<file path="src/cpu_status_pkg.sv">
// Shared constants and types for the processor status and exception logic
package cpu_status_pkg;

    // ****************************************
    // Register map
    // ****************************************
    localparam logic [7:0] ADDR_MODE = 8'h00;
    localparam logic [7:0] ADDR_FLAGS = 8'h04;
    localparam logic [7:0] ADDR_TRAP = 8'h08;

    localparam int MODE_LW_BIT = 0;
    localparam int MODE_IE_BIT = 1;
    localparam int MODE_IM_LSB = 2;
    localparam int MODE_LOCK_BIT = 4;
    localparam int MODE_ALT_BIT = 5;
    localparam int MODE_WIDTH = 6;
    localparam logic [5:0] MODE_RESET = 6'h00;

    // Flag positions inside the six-bit flag word
    localparam int FLAG_C = 0;
    localparam int FLAG_N = 1;
    localparam int FLAG_PV = 2;
    localparam int FLAG_H = 3;
    localparam int FLAG_Z = 4;
    localparam int FLAG_S = 5;
    localparam int FLAG_WIDTH = 6;
    localparam logic [5:0] FLAGS_RESET = 6'h00;
    localparam int FLAGS_ALT_LSB = 8;

    localparam int TRAP_FETCH_BIT = 0;
    localparam int TRAP_VECTOR_BIT = 1;
    localparam logic [1:0] TRAP_RESET = 2'h0;
    localparam logic [31:0] TRAP_ADDR = 32'h00000000;
    localparam logic [1:0] IM_RESET = 2'h0;
    localparam logic [1:0] IM_MODE0 = 2'h0;

    // ****************************************
    // Types
    // ****************************************
    typedef enum logic [2:0] {
        OP_NONE = 3'b000,
        OP_SET_CTL = 3'b001,
        OP_CLR_CTL = 3'b010,
        OP_EI = 3'b011,
        OP_DI = 3'b100,
        OP_IM = 3'b101,
        OP_EX_AF = 3'b110,
        OP_DECODER_DIRECTIVE_PREFIX = 3'b111
    } ctl_op_t;

    localparam logic [1:0] CTL_LW = 2'h0;
    localparam logic [1:0] CTL_LOCK = 2'h1;
    localparam logic [1:0] DECODER_DIRECTIVE_PREFIX_WORD = 2'h1;
    localparam logic [1:0] DECODER_DIRECTIVE_PREFIX_LONG = 2'h2;

    typedef struct packed {
        ctl_op_t op;
        logic [1:0] arg;
    } exec_req_t;

    typedef struct packed {
        logic [5:0] we;
        logic [5:0] value;
    } flag_upd_t;

    typedef struct packed {
        logic valid;
        logic relative;
        logic [2:0] code;
    } cond_req_t;

endpackage

</file>
<file path="src/cpu_status_ctrl.sv">
// Processor flags, mode bits, condition evaluation, interrupt entry and trap
`timescale 1ns/1ps
`default_nettype none

module cpu_status_ctrl (
    input wire logic ref_clk,
    input wire logic rstn,
    input wire logic [7:0] reg_addr,
    input wire logic [31:0] reg_wdata,
    input wire logic reg_wr,
    input wire logic reg_rd,
    output logic [31:0] reg_rdata,
    input wire cpu_status_pkg::exec_req_t exec,
    input wire cpu_status_pkg::flag_upd_t flag_upd,
    input wire cpu_status_pkg::cond_req_t cond,
    output logic cond_valid,
    output logic cond_taken,
    output logic [5:0] flags,
    output logic long_word_mode,
    output logic eff_long_word,
    output logic master_irq_enable,
    output logic [1:0] irq_mode_field,
    output logic bus_lock_bit,
    output logic alt_acc_flags_select,
    input wire logic busreq_n,
    output logic busack_n,
    input wire logic irq0_n,
    input wire logic insn_end,
    input wire logic iter_end,
    input wire logic block_active,
    input wire logic [31:0] insn_addr,
    input wire logic [31:0] next_addr,
    output logic irq_ack,
    output logic block_suspend,
    output logic [31:0] push_addr,
    input wire logic ack_done,
    input wire logic vec_undefined,
    input wire logic undef_opcode,
    output logic trap_take,
    output logic [31:0] jump_addr,
    output logic [1:0] trap_status
);

    // ****************************************
    // Declarations
    // ****************************************
    typedef enum logic [0:0] {
        ST_RUN = 1'b0,
        ST_ACK = 1'b1
    } entry_state_t;

    entry_state_t state;
    logic [5:0] flags_pri;
    logic [5:0] flags_alt;
    logic [5:0] next_flags_pri;
    logic [5:0] next_flags_alt;
    logic [5:0] fwd_flags;
    logic decoder_directive_prefix_active;
    logic decoder_directive_prefix_long;
    logic req_level_n;
    logic irq_level_n;
    logic eval_taken;
    logic boundary;
    logic take_irq;
    logic suspend_now;
    logic vec_trap;
    logic mode_wr;
    logic trap_wr;

    // ****************************************
    // Input synchronisers and condition check
    // ****************************************
    pin_sync u_busreq_sync (
        .ref_clk(ref_clk),
        .rstn(rstn),
        .pin(busreq_n),
        .level(req_level_n)
    );
    pin_sync u_irq_sync (
        .ref_clk(ref_clk),
        .rstn(rstn),
        .pin(irq0_n),
        .level(irq_level_n)
    );
    cond_eval u_cond (
        .flags(fwd_flags),
        .code(cond.code),
        .relative(cond.relative),
        .taken(eval_taken)
    );

    // ****************************************
    // Flag banks
    // ****************************************
    always_comb
    begin
        next_flags_pri = flags_pri;
        next_flags_alt = flags_alt;
        for (int i = 0; i < cpu_status_pkg::FLAG_WIDTH; i++)
        begin
            if (flag_upd.we[i] && !alt_acc_flags_select)
                next_flags_pri[i] = flag_upd.value[i];
            if (flag_upd.we[i] && alt_acc_flags_select)
                next_flags_alt[i] = flag_upd.value[i];
        end
    end
    // Forwarding lets a conditional follow a flag writer back to back
    assign fwd_flags = alt_acc_flags_select ? next_flags_alt : next_flags_pri;
    always_ff @(posedge ref_clk or negedge rstn)
    begin
        if (!rstn)
        begin
            flags_pri <= cpu_status_pkg::FLAGS_RESET;
            flags_alt <= cpu_status_pkg::FLAGS_RESET;
        end
        else
        begin
            flags_pri <= next_flags_pri;
            flags_alt <= next_flags_alt;
        end
    end
    always_ff @(posedge ref_clk or negedge rstn)
    begin
        if (!rstn)
            flags <= cpu_status_pkg::FLAGS_RESET;
        else if (exec.op == cpu_status_pkg::OP_EX_AF)
            flags <= alt_acc_flags_select ? next_flags_pri : next_flags_alt;
        else
            flags <= fwd_flags;
    end
    always_ff @(posedge ref_clk or negedge rstn)
    begin
        if (!rstn)
        begin
            cond_valid <= 1'b0;
            cond_taken <= 1'b0;
        end
        else
        begin
            cond_valid <= cond.valid;
            cond_taken <= cond.valid & eval_taken;
        end
    end

    // ****************************************
    // Mode bits
    // ****************************************
    assign mode_wr = reg_wr && (reg_addr == cpu_status_pkg::ADDR_MODE);
    assign trap_wr = reg_wr && (reg_addr == cpu_status_pkg::ADDR_TRAP);

    always_ff @(posedge ref_clk or negedge rstn)
    begin
        if (!rstn)
            long_word_mode <= 1'b0;
        else if (exec.op == cpu_status_pkg::OP_SET_CTL && exec.arg == cpu_status_pkg::CTL_LW)
            long_word_mode <= 1'b1;
        else if (exec.op == cpu_status_pkg::OP_CLR_CTL && exec.arg == cpu_status_pkg::CTL_LW)
            long_word_mode <= 1'b0;
        else if (mode_wr)
            long_word_mode <= reg_wdata[cpu_status_pkg::MODE_LW_BIT];
    end
    always_ff @(posedge ref_clk or negedge rstn)
    begin
        if (!rstn)
            bus_lock_bit <= 1'b0;
        else if (exec.op == cpu_status_pkg::OP_SET_CTL && exec.arg == cpu_status_pkg::CTL_LOCK)
            bus_lock_bit <= 1'b1;
        else if (exec.op == cpu_status_pkg::OP_CLR_CTL && exec.arg == cpu_status_pkg::CTL_LOCK)
            bus_lock_bit <= 1'b0;
        else if (mode_wr)
            bus_lock_bit <= reg_wdata[cpu_status_pkg::MODE_LOCK_BIT];
    end
    // Acknowledge beats an enable in the same cycle so nesting stays closed
    always_ff @(posedge ref_clk or negedge rstn)
    begin
        if (!rstn)
            master_irq_enable <= 1'b0;
        else if (take_irq || exec.op == cpu_status_pkg::OP_DI)
            master_irq_enable <= 1'b0;
        else if (exec.op == cpu_status_pkg::OP_EI)
            master_irq_enable <= 1'b1;
        else if (mode_wr)
            master_irq_enable <= reg_wdata[cpu_status_pkg::MODE_IE_BIT];
    end
    always_ff @(posedge ref_clk or negedge rstn)
    begin
        if (!rstn)
            irq_mode_field <= cpu_status_pkg::IM_RESET;
        else if (exec.op == cpu_status_pkg::OP_IM)
            irq_mode_field <= exec.arg;
        else if (mode_wr)
            irq_mode_field <= reg_wdata[cpu_status_pkg::MODE_IM_LSB +: 2];
    end
    always_ff @(posedge ref_clk or negedge rstn)
    begin
        if (!rstn)
            alt_acc_flags_select <= 1'b0;
        else if (exec.op == cpu_status_pkg::OP_EX_AF)
            alt_acc_flags_select <= ~alt_acc_flags_select;
        else if (mode_wr)
            alt_acc_flags_select <= reg_wdata[cpu_status_pkg::MODE_ALT_BIT];
    end

    // ****************************************
    // Size directive
    // ****************************************
    // One directive covers exactly one instruction; the prefix gives no end pulse
    always_ff @(posedge ref_clk or negedge rstn)
    begin
        if (!rstn)
        begin
            decoder_directive_prefix_active <= 1'b0;
            decoder_directive_prefix_long <= 1'b0;
        end
        else if (exec.op == cpu_status_pkg::OP_DECODER_DIRECTIVE_PREFIX && exec.arg != 2'h0)
        begin
            decoder_directive_prefix_active <= 1'b1;
            decoder_directive_prefix_long <= (exec.arg == cpu_status_pkg::DECODER_DIRECTIVE_PREFIX_LONG);
        end
        else if (insn_end)
            decoder_directive_prefix_active <= 1'b0;
    end
    always_ff @(posedge ref_clk or negedge rstn)
    begin
        if (!rstn)
            eff_long_word <= 1'b0;
        else if (exec.op == cpu_status_pkg::OP_DECODER_DIRECTIVE_PREFIX && exec.arg != 2'h0)
            eff_long_word <= (exec.arg == cpu_status_pkg::DECODER_DIRECTIVE_PREFIX_LONG);
        else if (decoder_directive_prefix_active && !insn_end)
            eff_long_word <= decoder_directive_prefix_long;
        else
            eff_long_word <= long_word_mode;
    end

    // ****************************************
    // Bus request arbitration
    // ****************************************
    // A grant already given is not withdrawn by a later lock
    always_ff @(posedge ref_clk or negedge rstn)
    begin
        if (!rstn)
            busack_n <= 1'b1;
        else
            busack_n <= ~(~req_level_n & (~busack_n | ~bus_lock_bit));
    end

    // ****************************************
    // Interrupt entry
    // ****************************************
    assign boundary = insn_end || (block_active && iter_end);
    assign take_irq = (state == ST_RUN) && boundary && !irq_level_n && master_irq_enable;
    assign suspend_now = take_irq && block_active && !insn_end;
    assign vec_trap = (state == ST_ACK) && ack_done && vec_undefined &&
        (irq_mode_field == cpu_status_pkg::IM_MODE0);
    always_ff @(posedge ref_clk or negedge rstn)
    begin
        if (!rstn)
            state <= ST_RUN;
        else
        begin
            case (state)
                ST_RUN:
                    if (take_irq)
                        state <= ST_ACK;
                ST_ACK:
                    if (ack_done)
                        state <= ST_RUN;
                default: state <= ST_RUN;
            endcase
        end
    end
    always_ff @(posedge ref_clk or negedge rstn)
    begin
        if (!rstn)
        begin
            irq_ack <= 1'b0;
            block_suspend <= 1'b0;
            push_addr <= 32'h00000000;
        end
        else
        begin
            irq_ack <= take_irq;
            // Suspension waits for the iteration end, when counters are settled
            block_suspend <= suspend_now;
            if (take_irq)
                push_addr <= suspend_now ? insn_addr : next_addr;
        end
    end

    // ****************************************
    // Undefined opcode trap
    // ****************************************
    // No enable term exists here on purpose: the trap cannot be masked
    always_ff @(posedge ref_clk or negedge rstn)
    begin
        if (!rstn)
        begin
            trap_take <= 1'b0;
            jump_addr <= cpu_status_pkg::TRAP_ADDR;
        end
        else
        begin
            trap_take <= undef_opcode | vec_trap;
            jump_addr <= cpu_status_pkg::TRAP_ADDR;
        end
    end
    // Write one clears; a trap in the same cycle keeps its bit set
    always_ff @(posedge ref_clk or negedge rstn)
    begin
        if (!rstn)
            trap_status <= cpu_status_pkg::TRAP_RESET;
        else
        begin
            if (trap_wr)
                trap_status <= trap_status & ~reg_wdata[1:0];
            if (undef_opcode)
                trap_status[cpu_status_pkg::TRAP_FETCH_BIT] <= 1'b1;
            if (vec_trap)
                trap_status[cpu_status_pkg::TRAP_VECTOR_BIT] <= 1'b1;
        end
    end

    // ****************************************
    // Register read port
    // ****************************************
    always_ff @(posedge ref_clk or negedge rstn)
    begin
        if (!rstn)
            reg_rdata <= 32'h00000000;
        else if (!reg_rd)
            reg_rdata <= 32'h00000000;
        else if (reg_addr == cpu_status_pkg::ADDR_MODE)
            reg_rdata <= {26'h0000000, alt_acc_flags_select, bus_lock_bit,
                irq_mode_field, master_irq_enable, long_word_mode};
        else if (reg_addr == cpu_status_pkg::ADDR_FLAGS)
            reg_rdata <= {18'h00000, flags_alt, 2'h0, flags_pri};
        else if (reg_addr == cpu_status_pkg::ADDR_TRAP)
            reg_rdata <= {30'h00000000, trap_status};
        else
            reg_rdata <= 32'h00000000;
    end

endmodule

`default_nettype wire

</file>
<file path="src/pin_sync.sv">
// Three-stage synchroniser that accepts a change once stages two and three agree
`timescale 1ns/1ps
`default_nettype none

module pin_sync #(
    parameter logic RST_VAL = 1'b1
) (
    input wire logic ref_clk,
    input wire logic rstn,
    input wire logic pin,
    output logic level
);

    logic s1;
    logic s2;
    logic s3;

    always_ff @(posedge ref_clk or negedge rstn)
    begin
        if (!rstn)
        begin
            s1 <= RST_VAL;
            s2 <= RST_VAL;
            s3 <= RST_VAL;
        end
        else
        begin
            s1 <= pin;
            s2 <= s1;
            s3 <= s2;
        end
    end

    // Filters a single-cycle glitch, which passes stage three but never sits in stages two and three together
    always_ff @(posedge ref_clk or negedge rstn)
    begin
        if (!rstn)
            level <= RST_VAL;
        else if (s2 == s3)
            level <= s3;
    end

endmodule

`default_nettype wire

</file>
<file path="src/cond_eval.sv">
// Combinational evaluation of a three-bit condition code against the flags
`timescale 1ns/1ps
`default_nettype none

module cond_eval (
    input wire logic [5:0] flags,
    input wire logic [2:0] code,
    input wire logic relative,
    output logic taken
);

    logic sel;

    always_comb
    begin
        sel = 1'b0;
        if (relative)
        begin
            // Relative forms only know four codes; the low half never holds
            case (code)
                3'b100: sel = ~flags[cpu_status_pkg::FLAG_Z];
                3'b101: sel = flags[cpu_status_pkg::FLAG_Z];
                3'b110: sel = ~flags[cpu_status_pkg::FLAG_C];
                3'b111: sel = flags[cpu_status_pkg::FLAG_C];
                default: sel = 1'b0;
            endcase
        end
        else
        begin
            case (code[2:1])
                2'b00: sel = flags[cpu_status_pkg::FLAG_Z];
                2'b01: sel = flags[cpu_status_pkg::FLAG_C];
                2'b10: sel = flags[cpu_status_pkg::FLAG_PV];
                default: sel = flags[cpu_status_pkg::FLAG_S];
            endcase
            sel = sel ~^ code[0];
        end
        taken = sel;
    end

endmodule

`default_nettype wire

</file>
<file path="config.mk">
export PLATFORM = sky130hd
export DESIGN_NAME = cpu_status_ctrl
export DESIGN_NICKNAME = d
export VERILOG_FILES = /design/src/cpu_status_pkg.sv /design/src/cpu_status_ctrl.sv /design/src/pin_sync.sv /design/src/cond_eval.sv
export SDC_FILE = /design/constraint.sdc
export NUM_CORES = 1
export LEC_CHECK = 0
export BUFFER_PORTS_ARGS = -buffer_cell sky130_fd_sc_hd__buf_2
export CAP_MARGIN = 10
export CELL_PAD_IN_SITES_DETAIL_PLACEMENT = 0
export CELL_PAD_IN_SITES_GLOBAL_PLACEMENT = 1
export CORE_MARGIN = 2
export CORE_UTILIZATION = 32
export CTS_CLUSTER_SIZE = 30
export DETAILED_ROUTE_END_ITERATION = 7
export GPL_ROUTABILITY_DRIVEN = 0
export PLACE_DENSITY = 0.91
export SLEW_MARGIN = 20
export SYNTH_ARGS = -nofsm -noshare
export SYNTH_HDL_FRONTEND = slang
export SYNTH_SLANG_ARGS = --single-unit
</file>
<file path="constraint.sdc">
create_clock -name ref_clk -period 2.1 [get_ports ref_clk]
set_input_delay 0.42 -clock ref_clk [delete_from_list [all_inputs] [get_ports ref_clk]]
set_output_delay 0.42 -clock ref_clk [all_outputs]
set_load 0.02 [all_outputs]
</file>
After elaboration in Yosys (flattened, before gate mapping)
Cells that the tools add are included.
{"block": "totals", "ff_bits": 108, "output_inout_bits": 117, "wordCells": 158}
{"block": "classes", "n_eq_ne": 19, "muxes": 47, "bitwise_logic": 15, "n_reduce_logical": 47}
{"op": "2-to-1 mux 32 bit", "count": 3}
{"op": "2-to-1 mux 1 bit", "count": 33}
{"op": "logical AND 1 bit", "count": 29}
{"op": "== test 3 bit (second input constant)", "count": 8}
{"op": "2-to-1 mux 6 bit", "count": 3}
{"op": "2-to-1 mux 14 bit", "count": 1}
{"op": "nonzero test 2 bit", "count": 6}
{"op": "nonzero test 3 bit", "count": 3}
{"op": "== test 8 x 3 -> 1 bit (second input constant)", "count": 1}
{"op": "== test 8 x 4 -> 1 bit (second input constant)", "count": 1}
{"op": "logical NOT 8 bit", "count": 1}
{"op": "2-to-1 mux 2 bit", "count": 4}
{"op": "inverter 1 bit", "count": 8}
{"op": "== test 3 x 2 -> 1 bit (second input constant)", "count": 2}
{"op": "logical NOT 2 bit", "count": 3}
{"op": "== test 2 x 1 -> 1 bit (second input constant)", "count": 2}
{"op": "== test 2 bit (second input constant)", "count": 2}
{"op": "case mux 1 bit (4 select lines)", "count": 1}
{"op": "== test 3 x 1 -> 1 bit (second input constant)", "count": 1}
{"op": "logical NOT 1 bit", "count": 3}
{"op": "case mux 1 bit (3 select lines)", "count": 1}
{"op": "AND 1 bit", "count": 2}
{"op": "AND 2 bit", "count": 1}
{"op": "== test 1 bit", "count": 2}
{"op": "other kinds (5)", "count": 7}

Logic depth before layout (Yosys ltp)
{"block": "depth", "word_depth": 9, "ltp_mapped": 6, "depth_no_buf": 4}

By module
From an unflattened synthesis, not the netlist that was laid out.
{"block": "hier_totals", "cells_unflattened": 401, "area_unflattened_um2": 4491.8}
{"mod": "cpu_status_ctrl", "instances": 1, "cells_each": 384, "area_per_inst_um2": 4200.3, "seq_area_each_um2": 2003.2}
{"mod": "pin_sync", "instances": 2, "cells_each": 5, "area_per_inst_um2": 116.4, "seq_area_each_um2": 105.1}
{"mod": "cond_eval", "instances": 1, "cells_each": 7, "area_per_inst_um2": 58.8, "seq_area_each_um2": 0.0}

Worst setup path before layout
OpenSTA, ideal clock, no wires.
{"block": "synth_path", "path_kind": "flip-flop to flip-flop", "from": "register alt_acc_flags_select", "to": "register cond_taken", "setup_ns": 0.071, "t_arrival_ns": 1.865, "required_time_ns": 2.029, "slack_ns": 0.164, "stages_incl_launch_ff": 6, "n_path_buf": 1, "cell_sequence": "dfrtp_1 buf_2 and2_1 o311a_1 or4b_2 nand4_1"}
{"block": "synth_between", "elab_chain_len": 9, "elab_cells_between_ends": 26, "cone_classes": "mux (13); bitwise (4); reduce/logical (9)"}
{"item": "start: declaration", "line_no": "cpu_status_ctrl.sv:24", "text": "output logic alt_acc_flags_select,"}
{"item": "start signal: assignment", "line_no": "cpu_status_ctrl.sv:199", "text": "alt_acc_flags_select <= ~alt_acc_flags_select;"}
{"item": "start signal: assignment", "line_no": "cpu_status_ctrl.sv:201", "text": "alt_acc_flags_select <= reg_wdata[cpu_status_pkg::MODE_ALT_BIT];"}
{"item": "logical NOT 1 bit", "line_no": "cpu_status_ctrl.sv:101", "text": "if (flag_upd.we[i] && !alt_acc_flags_select)"}
{"item": "logical AND 1 bit", "line_no": "cpu_status_ctrl.sv:101"}
{"item": "2-to-1 mux 1 bit", "line_no": "cpu_status_ctrl.sv:101"}
{"item": "2-to-1 mux 6 bit (*)", "line_no": "cpu_status_ctrl.sv:108", "text": "assign fwd_flags = alt_acc_flags_select ? next_flags_alt : next_flags_pri;"}
{"item": "case mux 1 bit (3 select lines)", "line_no": "cond_eval.sv:30", "text": "case (code[2:1])"}
{"item": "2-to-1 mux 1 bit", "line_no": "cond_eval.sv:17", "text": "if (relative)"}
{"item": "bitwise XNOR 1 bit", "line_no": "cond_eval.sv:36", "text": "sel = sel ~^ code[0];"}
{"item": "2-to-1 mux 1 bit (*)", "line_no": "cond_eval.sv:17"}
{"item": "AND 1 bit (*)", "line_no": "cpu_status_ctrl.sv:141", "text": "cond_taken <= cond.valid & eval_taken;"}
{"item": "end signal: assignment", "line_no": "cpu_status_ctrl.sv:141"}
{"item": "end: declaration", "line_no": "cpu_status_ctrl.sv:17", "text": "output logic cond_taken,"}
Mark *: on every way between the ends. The rest lies on a longest branch, timed or not. The select of a mux whose other input is x is not followed.
A chain may end at the register's enable or synchronous reset.

Worst setup path in the final report
Ends and elaborated chain as after synthesis.

==> results.toml <==
[cts]
path_clk_slew_ns = 0.06
cts_tree = "yes"
cts.sinks = 88
cts.htree.levels = 3
root_buffer = "clkbuf_16"
cts_buffer_depth = 2
cts_buffers = 9
insertion_delay_ns = 0.33
post-cts-setup-buffers = 0

[global_routing]
antenna_found_initial = 1
grt_start_max_net_pins = 66
use_met1_pct = 17.3
busiest_layer = "met2"
overflow = 0
grt_pass1_wl_um = 16000
met3_usage_pct = 2.90
grtUsageTotal_pct = 14.0
grt_pass1_vias = 3259
use_met2_pct = 23.4

[final_layout]
drive_gt1_share_pct = 40.2
filler_cell_count = 1361
layout_common_cells = "buf_2 (175), dfrtp_1 (79), conb_1 (52)"
mostFrequentLayoutCell = "buf_2"
nets = 742
syn2layout_area_growth_pct = 29.2
final_area_mm2 = 0.00577
diodes = 0

[status]
status = "finished, final reports clean"

[yosys]
synth_compound_area_share_pct = 9.01
synth_cells = 419
yosysTopAreaCell = "dfrtp_1"
synth_warnings = 0
synth_xor_area_share_pct = 0.196
yosys_most_used_dff = "dfrtp_1"
synth_fa_ha_area_share_pct = 0.448
synth_top_family_by_area = "simple AND/OR/NAND/NOR gates"
syn_avg_cell_area_um2 = 10.7
synthMuxAreaShare_pct = 14.4
ys_types = 50
synth_edf_count = 0
synthArstFlopShare_pct = 100
netlist.area_leader.share_pct = 44.2
ys_seq_elements = 88
synth_area_mm2 = 0.00447
yosys-top-cells-area = "dfrtp_1 (44%), mux2i_1 (9.9%), buf_4 (8.9%)"
synthSimpleGateAreaFrac_pct = 15.3
ys_seq_area_share_pct = 49.5

[hold_path]
hold-path-cell-count = 1
hold_class = "primary input to flip-flop"
worstHoldStart = "busreq_n"
hold_end = "u_busreq_sync.s1"

[timing]
rsz0062_at_grt = "no"
holdWs_ns = 0.183
fin_crit_sh_pct = 91.8
fin_crit_ns = 1.93
fin_ws_ns = 0.172
fin_worst_skew_ns = 0.00737
fmax_mhz = 519
finalHoldViolCount = 0
setup_viol = 0
setup_tns_ns = 0
report.final.slew_viol_count = 0

[run]
drv_cap = 0

[floorplan]
num_rows = 43
die_x_um = 122
die-area_mm2 = 0.0149
start_util_pct = 32.4
dieHeight_um = 122
fp.coreArea_mm2 = 0.0138
ios = 255

[routing]
drc_errors = 0
drt_pre_antenna_iters = 4
wl_per_cell_um = 13.5
ant_nets = 0
drtIter0Drc = 215
route.vias.total = 3555
avgViaCountPerCell = 4.51
drt_wl_total_um = 10600

[place]
placed_cell_area_mm2 = 0.00545
port_buffers = 176
pre_cts_ws_ns = -0.00991
post-dp-hpwl_um = 8320

[critical_path]
cp_max_fo = 10
worstSetupStartpointType = "flip-flop"
reg2reg_to = "cond_taken"
worstPathArrival_ns = 2.20
critPathCaptureType = "flip-flop"
cp_data_required_time_ns = 2.37
ff2ff_setup_slack_ns = 0.17
r2r_start = "alt_acc_flags_select"
worstSetupPathType = "flip-flop to flip-flop"
reg2reg_depth = 4

[power]
pwr_density_cell_mw_per_mm2 = 1070
peakVddDrop_mv = 0.377
p_leak_nw = 2.79
[flip-flops by register name, indices dropped and copies added, names as in the netlist, 2 cells and up]
| signal | flops |
|---|---|
| trap_status | 2 |
| flags_alt | 6 |
| reg_rdata | 12 |
| push_addr | 32 |
| flags_pri | 6 |
| flags | 6 |
| irq_mode_field | 2 |
[worst max path at each step]
stage                                     from           end  slack [ns]  depth (start not counted)
after floorplan           alt_acc_flags_select    cond_taken        0.16                          5
after global placement             reg_addr[7]  reg_rdata[3]        0.01                          5
after detailed placement           reg_addr[7]  reg_rdata[3]       -0.01                          5
after CTS                 alt_acc_flags_select    cond_taken        0.17                          4
after global routing      alt_acc_flags_select    cond_taken         0.1                          5
final                     alt_acc_flags_select    cond_taken        0.17                          4
[what timing repair did]
item	in CTS	in global routing
hold endpoints to repair	17	0
gates resized for setup	0	0
hold buffers	1	0
[stage by stage]
stage | utilization [%] | total power [mW] | std cells
4_1_cts | 41.9 | 6.25 | 789
3_5_place_dp | 39.6 | 4.59 | 772
3_3_place_gp | 39.6 | 4.54 | 772
2_1_floorplan | - | 3.85 | 470
6_report | 41.9 | 6.17 | 789
5_1_grt | 41.9 | 6.57 | 789
[layout make-up]
type | count | area (µm²) | area share [%]
tap | 180 | 225 | 3.90
sequential | 88 | 2210 | 38.3
clock inverter | 1 | 5.00 | 0.0867
multi-input combinational | 310 | 1960 | 34.0
inverter | 2 | 7.51 | 0.130
timing repair buffer | 193 | 1050 | 18.2
clock buffer | 15 | 310 | 5.37
[Yosys cell counts, drive strengths merged (3+ instances only)]
library cell / instances
nand3: 3
o22ai: 4
mux2i: 44
buf: 63
nor2: 49
or2: 3
dfrtp: 79
mux2: 18
nor2b: 13
and2: 3
nand2: 16
nor3: 8
or4b: 4
nand2b: 7
and3: 9
a21oi: 43
nand3b: 4
a21o: 4
clkbuf: 7
dfstp: 9
[power by group]
group	switching [mW]	leakage [nW]	internal [mW]	total (mW)
clock network	0.615	0.156	1.01	1.62
logic	1.28	1.60	0.820	2.10
registers	0.266	1.03	2.18	2.45
total	2.16	2.79	4.01	6.17
[routing by layer]
layer,vias to the layer above,wire (µm)
li1,1728,-
met1,1685,4410
met2,124,5260
met3,16,759
met4,2,211
met5,-,11
[cells by family after synthesis]
family          after synthesis
xor+xnor                      1
simple gates                127
buf+inv                      72
mux                          62
compound gates               66
other cells                   1
flops                        88
fa+ha+maj                     2
[critical path: stages, from the launching register on]
cell and delay (ns):
dfrtp_1 0.51, and2_1 0.24, o311a_1 0.35, or4b_2 0.66
nand4_1 0.11
(Power assumes the default switching activity.)
